[config.mk]
export PLATFORM = sky130hd
export DESIGN_NAME = slsr_regs
export DESIGN_NICKNAME = d
export VERILOG_FILES = /design/src/inc/slsr_pkg.sv /design/src/slsr_regs.sv
export SDC_FILE = /design/constraint.sdc
export NUM_CORES = 1
export LEC_CHECK = 0
export BUFFER_PORTS_ARGS = -buffer_cell sky130_fd_sc_hd__buf_2
export CORE_MARGIN = 3
export CORE_UTILIZATION = 35
export CTS_CLUSTER_DIAMETER = 120
export DETAILED_ROUTE_END_ITERATION = 16
export HOLD_SLACK_MARGIN = 0.05
export PLACE_DENSITY = 0.61
export SETUP_SLACK_MARGIN = 0.5
export SYNTH_ARGS = -nofsm -noshare
export SYNTH_HDL_FRONTEND = slang
export SYNTH_SLANG_ARGS = --single-unit
[constraint.sdc]
create_clock -name clk_sys -period 4.08 [get_ports clk_sys]
set_input_delay 0.816 -clock clk_sys [delete_from_list [all_inputs] [get_ports clk_sys]]
set_output_delay 0.816 -clock clk_sys [all_outputs]
set_load 0.005 [all_outputs]
[src/inc/slsr_pkg.sv]
// Constants, encodings and carriers for the per-channel line state register group.
// Assumes a control-bus front end that hands over decoded one-cycle register requests.
package slsr_pkg;

    // ------------------------------------------------------------
    // Geometry
    // ------------------------------------------------------------
    localparam int CHANNELS = 2;
    localparam int CHAN_W = 1;
    localparam int ADDR_W = 8;
    localparam int DATA_W = 8;
    localparam int LF_W = 3;
    localparam int PALM_N = 6;

    // ------------------------------------------------------------
    // Register offsets
    // ------------------------------------------------------------
    localparam logic [ADDR_W-1:0] OFF_LINEFEED = 8'h06;
    localparam logic [ADDR_W-1:0] OFF_DETECT = 8'h09;
    localparam logic [ADDR_W-1:0] OFF_IRQ_STATUS3 = 8'h11;
    localparam logic [ADDR_W-1:0] OFF_IRQ_ENABLE3 = 8'h14;
    localparam logic [ADDR_W-1:0] OFF_LOOPBACK = 8'h16;

    // ------------------------------------------------------------
    // Field positions
    // ------------------------------------------------------------
    localparam int LF_CMD_LSB = 0;
    localparam int LF_ACT_LSB = 4;
    localparam int CMBAL_BIT = 7;
    localparam int PALM_LSB = 0;
    localparam int LOOPBACK_BIT = 7;
    localparam int DETECT_W = 6;

    // ------------------------------------------------------------
    // Reset values
    // ------------------------------------------------------------
    localparam logic [DATA_W-1:0] LOOPBACK_RESET = 8'h00;
    localparam logic [DATA_W-1:0] IRQ_ENABLE3_RESET = 8'h00;
    localparam logic [LF_W-1:0] LF_RESET = 3'h0;
    localparam logic [DATA_W-1:0] ZERO_BYTE = 8'h00;

    // Linefeed encoding shared by commanded and shadow fields
    typedef enum logic [LF_W-1:0] {
        LF_OPEN = 3'h0,
        LF_FWD_ACTIVE = 3'h1,
        LF_FWD_OHT = 3'h2,
        LF_TIP_OPEN = 3'h3,
        LF_RINGING = 3'h4,
        LF_REV_ACTIVE = 3'h5,
        LF_REV_OHT = 3'h6,
        LF_RING_OPEN = 3'h7
    } slsr_lf_state_t;

    // Live detector levels, ordered as they read in the detect register
    typedef struct packed {
        logic common_mode_high_flag;
        logic speedup_flag;
        logic open_voltage_tracking_flag;
        logic ground_key_flag;
        logic ring_trip_flag;
        logic loop_closure_flag;
    } slsr_detect_t;

    // One decoded control-bus request
    typedef struct packed {
        logic wr;
        logic rd;
        logic [CHAN_W-1:0] chan;
        logic [ADDR_W-1:0] addr;
        logic [DATA_W-1:0] wdata;
    } slsr_req_t;

    // Stored state of one line channel
    typedef struct packed {
        logic [LF_W-1:0] lf_cmd;
        logic [LF_W-1:0] lf_act;
        logic cmbal_en;
        logic [PALM_N-1:0] palm_en;
        logic loopback;
        logic cmbal_pend;
        logic [PALM_N-1:0] palm_pend;
    } slsr_chan_t;

    // Whole block state
    typedef struct packed {
        slsr_chan_t [CHANNELS-1:0] ch;
        logic [DATA_W-1:0] rdata;
        logic rvalid;
    } slsr_state_t;

endpackage

[src/slsr_regs.sv]
// Per-channel line state register group: linefeed, detect flags, alarm enables, loopback.
// Assumes decoded register requests synchronous to clk_sys and detector inputs already clean.
`timescale 1ns/10ps
`default_nettype none

module slsr_regs
    import slsr_pkg::*;
#(
    parameter int N_CHAN = CHANNELS
) (
    input wire logic clk_sys, // System clock, 50 MHz
    input wire logic rstn, // Synchronous reset, active low
    input wire slsr_req_t req, // Decoded register request
    output logic [DATA_W-1:0] rdata, // Read data, one cycle after rd
    output logic rvalid, // Read data valid pulse
    input wire slsr_detect_t [N_CHAN-1:0] detect, // Live detector levels
    input wire logic [N_CHAN-1:0] ring_burst, // High during a ringing burst
    input wire logic [N_CHAN-1:0] cmbal_event, // Common-mode balance event pulse
    input wire logic [N_CHAN-1:0][PALM_N-1:0] palm_event, // Power alarm event pulses
    output logic [N_CHAN-1:0][LF_W-1:0] linefeed_commanded_state, // Commanded state
    output logic [N_CHAN-1:0][LF_W-1:0] linefeed_actual_state, // Real-time state
    output logic [N_CHAN-1:0] codec_loopback_enable, // Loopback mode on
    output logic [N_CHAN-1:0] irq // Masked interrupt request per channel
);

    // ------------------------------------------------------------
    // Elaboration check
    // ------------------------------------------------------------
    // Channel field width and state struct are sized for the package count
    if (N_CHAN != CHANNELS) begin : g_bad_chan
        $error("slsr_regs: N_CHAN must equal CHANNELS");
    end

    // ------------------------------------------------------------
    // Helpers
    // ------------------------------------------------------------
    // Actual linefeed state from the command and the cadence phase
    function automatic logic [LF_W-1:0] shadow_of(input logic [LF_W-1:0] cmd,
                                                   input logic burst);
        logic [LF_W-1:0] s;
        s = cmd;
        if (cmd == LF_RINGING && !burst) begin
            s = LF_FWD_OHT;
        end
        return s;
    endfunction

    // Read image of one channel; unmapped and reserved bits come back zero
    function automatic logic [DATA_W-1:0] read_byte(input slsr_chan_t c,
                                                    input slsr_detect_t det,
                                                    input logic [ADDR_W-1:0] addr);
        logic [DATA_W-1:0] b;
        b = ZERO_BYTE;
        case (addr)
            OFF_LINEFEED: begin
                b[LF_CMD_LSB +: LF_W] = c.lf_cmd;
                b[LF_ACT_LSB +: LF_W] = c.lf_act;
            end
            OFF_DETECT: begin
                b[DETECT_W-1:0] = det;
            end
            OFF_IRQ_STATUS3: begin
                b[CMBAL_BIT] = c.cmbal_pend;
                b[PALM_LSB +: PALM_N] = c.palm_pend;
            end
            OFF_IRQ_ENABLE3: begin
                b[CMBAL_BIT] = c.cmbal_en;
                b[PALM_LSB +: PALM_N] = c.palm_en;
            end
            OFF_LOOPBACK: begin
                b[LOOPBACK_BIT] = c.loopback;
            end
            default: begin
                b = ZERO_BYTE;
            end
        endcase
        return b;
    endfunction

    slsr_state_t q;
    slsr_state_t d;

    // ------------------------------------------------------------
    // Next state
    // ------------------------------------------------------------
    // Writes first, then event sets, so a set in the clear cycle wins
    always_comb begin
        d = q;
        d.rvalid = req.rd;
        d.rdata = ZERO_BYTE;
        for (int c = 0; c < CHANNELS; c++) begin
            if (req.chan == CHAN_W'(c)) begin
                if (req.wr) begin
                    case (req.addr)
                        OFF_LINEFEED: begin
                            d.ch[c].lf_cmd = req.wdata[LF_CMD_LSB +: LF_W];
                        end
                        OFF_IRQ_ENABLE3: begin
                            d.ch[c].cmbal_en = req.wdata[CMBAL_BIT];
                            d.ch[c].palm_en = req.wdata[PALM_LSB +: PALM_N];
                        end
                        OFF_LOOPBACK: begin
                            d.ch[c].loopback = req.wdata[LOOPBACK_BIT];
                        end
                        OFF_IRQ_STATUS3: begin
                            // Write one to clear a pending bit
                            d.ch[c].cmbal_pend = q.ch[c].cmbal_pend & ~req.wdata[CMBAL_BIT];
                            d.ch[c].palm_pend = q.ch[c].palm_pend &
                                                ~req.wdata[PALM_LSB +: PALM_N];
                        end
                        default: begin
                            d.ch[c] = d.ch[c];
                        end
                    endcase
                end
                if (req.rd) begin
                    d.rdata = read_byte(q.ch[c], detect[c], req.addr);
                end
            end
            d.ch[c].cmbal_pend = d.ch[c].cmbal_pend | cmbal_event[c];
            d.ch[c].palm_pend = d.ch[c].palm_pend | palm_event[c];
            // Shadow lags the command by one cycle; it is a status view, not a drive
            d.ch[c].lf_act = shadow_of(q.ch[c].lf_cmd, ring_burst[c]);
        end
    end

    // ------------------------------------------------------------
    // State register
    // ------------------------------------------------------------
    always_ff @(posedge clk_sys) begin
        if (!rstn) begin
            q.rdata <= ZERO_BYTE;
            q.rvalid <= 1'b0;
            for (int c = 0; c < CHANNELS; c++) begin
                q.ch[c].lf_cmd <= LF_RESET;
                q.ch[c].lf_act <= LF_RESET;
                q.ch[c].cmbal_en <= IRQ_ENABLE3_RESET[CMBAL_BIT];
                q.ch[c].palm_en <= IRQ_ENABLE3_RESET[PALM_LSB +: PALM_N];
                q.ch[c].loopback <= LOOPBACK_RESET[LOOPBACK_BIT];
                q.ch[c].cmbal_pend <= 1'b0;
                q.ch[c].palm_pend <= '0;
            end
        end else begin
            q <= d;
        end
    end

    // ------------------------------------------------------------
    // Outputs
    // ------------------------------------------------------------
    assign rdata = q.rdata;
    assign rvalid = q.rvalid;

    for (genvar g = 0; g < CHANNELS; g++) begin : g_out
        assign linefeed_commanded_state[g] = q.ch[g].lf_cmd;
        assign linefeed_actual_state[g] = q.ch[g].lf_act;
        assign codec_loopback_enable[g] = q.ch[g].loopback;
        // Pending bits gated by their enables
        assign irq[g] = (q.ch[g].cmbal_pend & q.ch[g].cmbal_en) |
                        (|(q.ch[g].palm_pend & q.ch[g].palm_en));
    end

    for (genvar g = 0; g < CHANNELS; g++) begin : g_chk

    end
endmodule

`default_nettype wire
==> qor.csv, run 1 <==
metric,value,unit
period_share,0.627,
antenna_cells,0,
maxSlewViolCount,0,
status,"finished, final reports clean",
final.setup.tns,0,ps
core-area,0.00698,mm²
drive_gt1_frac,0.277,
clock_latency,300,ps
cts_tree,done,
leakage,1.24,nW
synth_common_cells,"dfxtp_1, buf_4, a21boi_0, nand2_1, nor2b_1",
tightest_slew,938,ps
avgSynthCellArea,9.30,µm²
antenna_found_initial,0,
fp.dieH,92.0,µm
ys_ff_latch,51,
drtIter0Drc,148,
fin_util,0.422,
async_reset_ff_frac,0,
yosysSeqAreaShare,0.395,
die_area,0.00846,mm²
syn2layout_area_growth,13.8,%
dp_cells,410,
crit_fanout,13,
synth_area_leaders,"dfxtp_1, buf_4, a21boi_0, mux2i_1, nor2b_1",
hold_slack,472,ps
postCtsSetupBuffers,0,
via_per_inst,5.20,
rsz0062_at_grt,false,
irDropWorstVdd,176,µV
yosysWarnings,0,
hpwl,4.90,mm
dp_slack,1220,ps
dieWidth,92.0,µm
layout_min_cycle_time,2560,ps
fin_skew,5.49,ps
cts_max_level,2,
clock_sinks,51,
firstDrtPassIters,4,
numCtsBuffers,5,
fp-row-count,30,
synth_edf_count,0,
fin_cells,417,
power_density,322,mW/mm²
ant_nets,0,
synth.most_common_cell,dfxtp_1,
cts_max_path_buffers,2,
gp_congestion,0.809,
grt_pass1_wl,10.4,mm
start_util,0.370,
endpoint_kind,register,
ys.flop_type,dfxtp_1,
fin_area,0.00294,mm²
holdBufCountCts,0,
first_global_vias,2014,
cp.arrival,2760,ps
start_kind,primary input,
max_slew_margin,0.373,
drt_wl_total,6.49,mm
yosys.area.top_type_share,0.395,
clkTransAtPathRegs,90,ps
syn_area,0.00259,mm²
port_buffers,72,
drv_cap,0,
track_usage,0.157,
fin_total_pwr,946,µW
cts_root_buffer,clkbuf_8,
worst_slack,1520,ps
critPathRequiredTime,4280,ps
grt_max_degree,44,
wl_per_cell,15.6,µm
setup_viol,0,
io_pins,74,
crit_type,primary input to register,
final-hold-violation-count,0,
syn-num-nets,327,
hold_class,register to register,
drc,0,
cts_resized,0,
syn_inst,278,
fmax,391,MHz
yosysUniqueCellTypes,42,
layout.nets,370,
route.vias.total,2167,
yosysTopAreaCell,dfxtp_1,
place_area,0.00284,mm²
grt_overflow,0,
state kept, by name (all words and copies together) (netlist names):
signal                    cells
rvalid                        1
q                            28
codec_loopback_enable         2
linefeed_commanded_state      6
linefeed_actual_state         6
rdata                         8
cells by family (layout without fill, tap and decap cells):
logic type	Yosys count	in the layout	synth area share
and+or+nand+nor	87	87	0.187
AOI/OAI and AO/OA	88	88	0.274
buffers and inverters	39	82	0.0934
muxes	13	13	0.0508
DFF	51	51	0.395
metal layers:
layer | routed length [µm] | track usage
met1 | 3180 | 0.220
met2 | 2750 | 0.236
met3 | 468 | 0.0410
met4 | 90 | 0.0458
met5 | 0 | 0
final timing paths:
| check | startpoint | endpoint | slack [ps] | cells after the start |
|---|---|---|---|---|
| max | req[10] | q[22]$_SDFFE_PN0P_ | 1520 | 6 |
| min | q[43]$_SDFFE_PN0P_ | q[43]$_SDFFE_PN0P_ | 470 | 2 |
| max reg2reg | q[17]$_SDFFE_PN0P_ | rdata[0]$_SDFF_PN0_ | 2700 | 4 |
| min reg2reg | q[43]$_SDFFE_PN0P_ | q[43]$_SDFFE_PN0P_ | 470 | 2 |
worst max-delay path: stages:
cell,delay (ps)
buf_2,100
nor2b_1,750
and3_1,440
nand2_1,330
mux2i_1,250
nor2b_1,60
layout make-up:
class	instances	area (µm²)
Clock buffer	6	72.6
Sequential cell	51	1020
Fill cell	754	4040
Multi-Input combinational cell	188	1320
Tap cell	96	120
Timing Repair Buffer	73	368
Inverter	2	7.51
Clock inverter	1	30.0
cells in the final DEF, fill, tap and decap left out, types with 4 or more instances in the layout:
cell | netlist | layout
mux2i_1 | 12 | 12
o21ai_1 | 6 | 6
nand2_1 | 20 | 20
nor3_1 | 6 | 6
nor2_1 | 11 | 11
nand3_1 | 15 | 15
buf_2 | 4 | 72
a21boi_0 | 20 | 20
a22oi_1 | 14 | 14
dfxtp_1 | 51 | 51
o211ai_1 | 5 | 5
and3_1 | 6 | 6
clkbuf_8 | 0 | 5
a21boi_1 | 4 | 4
o21a_1 | 14 | 14
nor2b_1 | 17 | 17
and2_1 | 4 | 4
report_power, final:
group | switching [mW] | total [mW] | internal, mW
Sequential | 0.00879 | 0.517 | 0.508
Clock | 0.161 | 0.341 | 0.180
Combinational | 0.0472 | 0.0885 | 0.0412
Total | 0.217 | 0.946 | 0.729
(Power assumes the default switching activity.)
==> run 2, diff against run 1 <==
ABC_AREA = 1   (was unset)
PLACE_DENSITY = 0.62   (was 0.61)
clock period = 2 ns   (was 4.08 ns; I/O delays follow)
==> run 2 against run 1 <==
Compared with the run above:
- worst hold slack worse by 180 ps
- sequential cell count unchanged
- worst setup slack worse by 1200 ps
- synthesized cell count up 43%
- critical endpoint is now irq[0]
- largest cell class unchanged
- highest routed layer unchanged
==> qor.csv, run 2 <==
metric,value,unit
fp-row-count,31,
via_per_inst,4.63,
dp_slack,312,ps
max_slew_margin,0.726,
drtIter0Drc,180,
crit_type,register to output pin,
crit_chain,a221oi_2 > nand4_1 > buf_2,
switching_share,0.243,
grt.busiest_layer,met2,
r2r-end,rdata[3]$_SDFF_PN0_,
clkPwrFrac,0.362,
final.setup.tns,0,ps
gr-usage-met2,0.282,
antenna_found_initial,0,
cts_root_buffer,clkbuf_8,
reg2reg_setup_slack,1060,ps
worst_path_max_delay_cell,dfxtp_1,
period_share,0.842,
n_fill_cell,824,
hpwl,5.63,mm
grt_overflow,0,
syn2layout_area_growth,17.9,%
ys.flop_type,dfxtp_1,
firstDrtPassIters,4,
clock_sinks,51,
cts_max_level,2,
yosysTopAreaCell,dfxtp_1,
track_usage,0.173,
drive_gt1_frac,0.292,
dieWidth,94.1,µm
core-area,0.00741,mm²
hold_class,primary input to register,
endpoint_kind,output pin,
fin_util,0.433,
synth_area_leaders,"dfxtp_1, nand2_1, a21oi_1, buf_4, inv_1",
final_cell_mix,"nand2_1, buf_2, dfxtp_1",
irDropWorstVdd,272,µV
ys_ff_latch,51,
yosys.area.top_type_share,0.376,
regMostFlops,q,
die_area,0.00886,mm²
fin_cells,554,
holdBufCountCts,0,
worstHoldStart,palm_event[4],
reg.largest.list,"q (28), rdata (8)",
switchingPower,474,µW
first_global_vias,2435,
combPwrFrac,0.096,
tightest_slew,411,ps
avgSynthCellArea,6.85,µm²
synth.most_common_cell,nand2_1,
fp.dieH,94.1,µm
io_pins,74,
grt_util_met1,0.236,
leakage,1.54,nW
status,"finished, final reports clean",
drc,0,
final_common_cell,nand2_1,
cp.arrival,1280,ps
grt_max_degree,28,
syn_inst,397,
syn_area,0.00272,mm²
cts_max_path_buffers,2,
antenna_cells,0,
slowest_delay,360,ps
use_met3,0.0256,
numCtsBuffers,5,
rsz0062_at_grt,true,
pwr-share-seq,0.542,
worst_slack,316,ps
yosysSeqAreaShare,0.376,
layout.nets,504,
syn-num-nets,446,
clock_latency,310,ps
route.vias.total,2567,
ant_nets,0,
dp_cells,541,
maxSlewViolCount,0,
grt_pass1_wl,12.0,mm
start_util,0.367,
gp_congestion,0.856,
intPower,1.48,mW
fin_skew,10.4,ps
wl_per_cell,13.2,µm
drv_cap,0,
reg2reg_from,q[41]$_SDFFE_PN0P_,
layout_min_cycle_time,1680,ps
drt_wl_total,7.30,mm
largest_register_ffs,28,
cts_tree,done,
yosysWarnings,0,
async_reset_ff_frac,0,
setup_viol,0,
synth_edf_count,0,
worstHoldPathCells,3,
r2r_cells,5,
crit_fanout,3,
start_kind,register,
power_density,609,mW/mm²
critPathRequiredTime,1600,ps
holdPathEnd,q[13]$_SDFF_PN0_,
yosysUniqueCellTypes,26,
final-hold-violation-count,0,
port_buffers,72,
fmax,594,MHz
synth_common_cells,"nand2_1, dfxtp_1, inv_1, nor2_1, a21oi_1",
clkTransAtPathRegs,90,ps
## run 2: changes by cell type after synthesis, sizes merged, moves of 10 or more
cell    delta
nand2     +87
nor2b     -17
o21a      -14
mux2i     -12
a22oi     -14
o21ai     +16
a21boi    -24
nor2      +42
a21oi     +34
inv       +51
nand3     +10
## run 2: worst max-delay path by stage
stage	start	to	slack, ps
finish	q[9]$_SDFF_PN0_	irq[0]	320
global route	q[15]$_SDFF_PN0_	irq[0]	230
CTS	q[23]$_SDFFE_PN0P_	irq[0]	260
detailed placement	req[11]	q[21]$_SDFFE_PN0P_	310
global placement	req[14]	rdata[1]$_SDFF_PN0_	330
floorplan	req[14]	linefeed_commanded_state[2]$_SDFFE_PN0P_	630
## run 2: kinds of logic (layout without fill, tap and decap cells)
logic type             after synthesis  count (layout)  share of synthesized area
AO/OA/AOI/OAI                       66              66                      0.129
buffers and inverters               85             143                      0.157
flip-flops                          51              51                      0.376
AND/OR/NAND/NOR                    195             195                      0.339
## run 2: timing repair
item	4_1_cts	5_1_grt
gates resized for setup	13	3
gates cloned	0	0
pin swaps	5	3
setup endpoints to repair	2	4
setup buffers	6	0
## run 2: final cells by class
cell class / instances / area, µm² / share of cell area
multi-input combinational: 261 / 1300 / 0.405
sequential: 51 / 1030 / 0.321
timing repair buffer: 83 / 447 / 0.139
inverter: 53 / 204 / 0.0636
tap: 99 / 124 / 0.0386
clock buffer: 6 / 72.6 / 0.0226
clock inverter: 1 / 30.0 / 0.00936
## run 2: through the flow
step                power [mW]  cell area, µm²  hold WS (ps)
global placement          1.26            3020           466
global route              2.03            3210           315
CTS                       1.96            3200           288
detailed placement        1.26            3020           473
finish                    1.95            3210           291
floorplan                 1.17            2720           444
## run 2: power by group through the flow
stage	sequential [mW]	combinational [mW]	clock, mW
after floorplan	1.07	0.0959	0
after global placement	1.08	0.178	0
after detailed placement	1.08	0.180	0
after CTS	1.06	0.189	0.718
after global routing	1.06	0.213	0.755
final	1.06	0.188	0.706
## run 2: per-layer routing
layer | routed length (µm) | part of all wire
met5 | 0 | 0
met4 | 80 | 0.011
met3 | 365 | 0.050
met2 | 3340 | 0.46
met1 | 3520 | 0.48
## run 2: worst max-delay path, delay by kind of cell, from the launching register on
family | cells | cell delay [ps]
flops | 1 | 360
simple gates | 1 | 150
buf+inv | 1 | 160
compound gates | 1 | 310
==> run 3, diff against run 2 <==
ABC_AREA = 0   (was 1)
PLACE_DENSITY = 0.63   (was 0.62)
clock period = 1.4 ns   (was 2 ns; I/O delays follow)
==> run 3 against run 2 <==
Compared with the run above:
- the run now ends with negative setup slack left
- highest routed layer unchanged
- sequential power is 42% higher
- clock skew barely moved
- critical endpoint unchanged
- critical path type unchanged
- worst hold slack got worse by 130 ps
- clock-buffer cell count decreased by 1
- register-to-register slack worse by 1000 ps
- worst setup slack worse by 480 ps
==> qor.csv, run 3 (synthesis gave the netlist of run 1 again) <==
metric,value,unit
status,"finished, violations left",
failed_checks,negative setup slack,
place_area,0.00308,mm²
leakage,1.61,nW
numCtsBuffers,5,
die_area,0.00846,mm²
wl_per_cell,17.5,µm
multiInputGateArea,0.00166,mm²
power_density,703,mW/mm²
via_per_inst,5.19,
setup_viol,16,
clock_latency,320,ps
use_met3,0.0558,
first_global_vias,2372,
hold_class,primary input to register,
grt_pass1_wl,12.1,mm
cp.arrival,1280,ps
syn2layout_area_growth,50.1,%
clkTransAtPathRegs,100,ps
max_slew_margin,0.618,
r2r_cells,4,
route.vias.total,2441,
grt_max_degree,43,
antenna_cells,0,
fin_util,0.556,
start_kind,register,
final-hold-violation-count,0,
regMostFlops,q,
firstDrtPassIters,4,
layout.nets,423,
crit_buf_inv,1,
clock_sinks,51,
crit_chain,a222oi_1 > nand3_1 > buf_2,
irDropWorstVdd,588,µV
io_pins,74,
fp-row-count,30,
start_util,0.370,
drv_cap,0,
drive_gt1_frac,0.588,
fin_total_pwr,2.73,mW
core-area,0.00698,mm²
slowest_delay,360,ps
worst_slack,-159,ps
crit_fanout,2,
critPathRequiredTime,1120,ps
maxSlewViolCount,0,
worst_path_max_delay_cell,a222oi_1,
cts_max_path_buffers,2,
drt_wl_total,8.22,mm
worstHoldPathCells,2,
grt.busiest_layer,met2,
tightest_slew,574,ps
grt_overflow,0,
period_share,1.11,
cts_root_buffer,clkbuf_8,
gp_congestion,0.878,
port_buffers,72,
critical_path.top_delay_family,compound AO/OA/AOI/OAI gates,
drc,0,
largest_register_ffs,28,
cts_max_level,2,
hpwl,5.70,mm
dieWidth,92.0,µm
drtIter0Drc,95,
final_common_cell,buf_2,
fmax,641,MHz
holdBufCountCts,0,
reg.largest.list,"q (28), rdata (8)",
cts_tree,done,
crit_type,register to output pin,
ant_nets,0,
gr-usage-met2,0.305,
n_fill_cell,652,
antenna_found_initial,0,
register_area,0.00106,mm²
rsz0062_at_grt,true,
track_usage,0.187,
fin_skew,10.3,ps
layout_min_cycle_time,1560,ps
cp_num_cells,3,
endpoint_kind,output pin,
final_cell_mix,"buf_2, buf_4, dfxtp_1",
fp.dieH,92.0,µm
fin_area,0.00388,mm²
grt_util_met1,0.232,
-- run 3: area by class of cell --
class,count,share of cell area
Clock buffer,5,0.0177
Clock inverter,2,0.00355
Inverter,2,0.00193
Multi-Input combinational cell,188,0.428
Sequential cell,51,0.274
Tap cell,96,0.0309
Timing Repair Buffer,126,0.243
-- run 3: routing by layer --
| metal | wire length [µm] | vias up | share of wire |
|---|---|---|---|
| li1 | - | 1193 | - |
| met1 | 3550 | 1144 | 0.43 |
| met2 | 3810 | 85 | 0.46 |
| met3 | 580 | 19 | 0.071 |
| met4 | 283 | 0 | 0.034 |
| met5 | 0 | - | 0 |
-- run 3: stage by stage --
step	setup slack (ps)	cells	setup TNS (ps)	hold slack, ps
floorplan	-213	278	-2760	404
global placement	-465	437	-14570	464
detailed placement	-540	437	-15460	472
CTS	-170	458	-889	160
global route	-265	470	-2570	155
finish	-159	470	-983	162
-- run 3: power by group --
group	internal [mW]	total (mW)	leakage, nW	switching, mW
logic	0.193	0.389	1.13	0.196
clock network	0.343	0.843	0.0440	0.500
registers	1.47	1.50	0.428	0.0259
-- run 3: path summary, 6_finish.rpt --
kind	start	endpoint	slack (ps)
max	q[22]$_SDFFE_PN0P_	irq[0]	-160
min	palm_event[3]	q[12]$_SDFF_PN0_	160
max reg2reg	q[21]$_SDFFE_PN0P_	rdata[4]$_SDFF_PN0_	30
min reg2reg	q[38]$_SDFFE_PN0P_	q[38]$_SDFFE_PN0P_	480
-- run 3: timing repair --
action | in CTS | in global routing
endpoints found under the setup margin | 69 | 71
pin swaps | 22 | 28
gates resized for setup | 84 | 45
buffers inserted | 14 | 12
hold endpoints to repair | 0 | 0
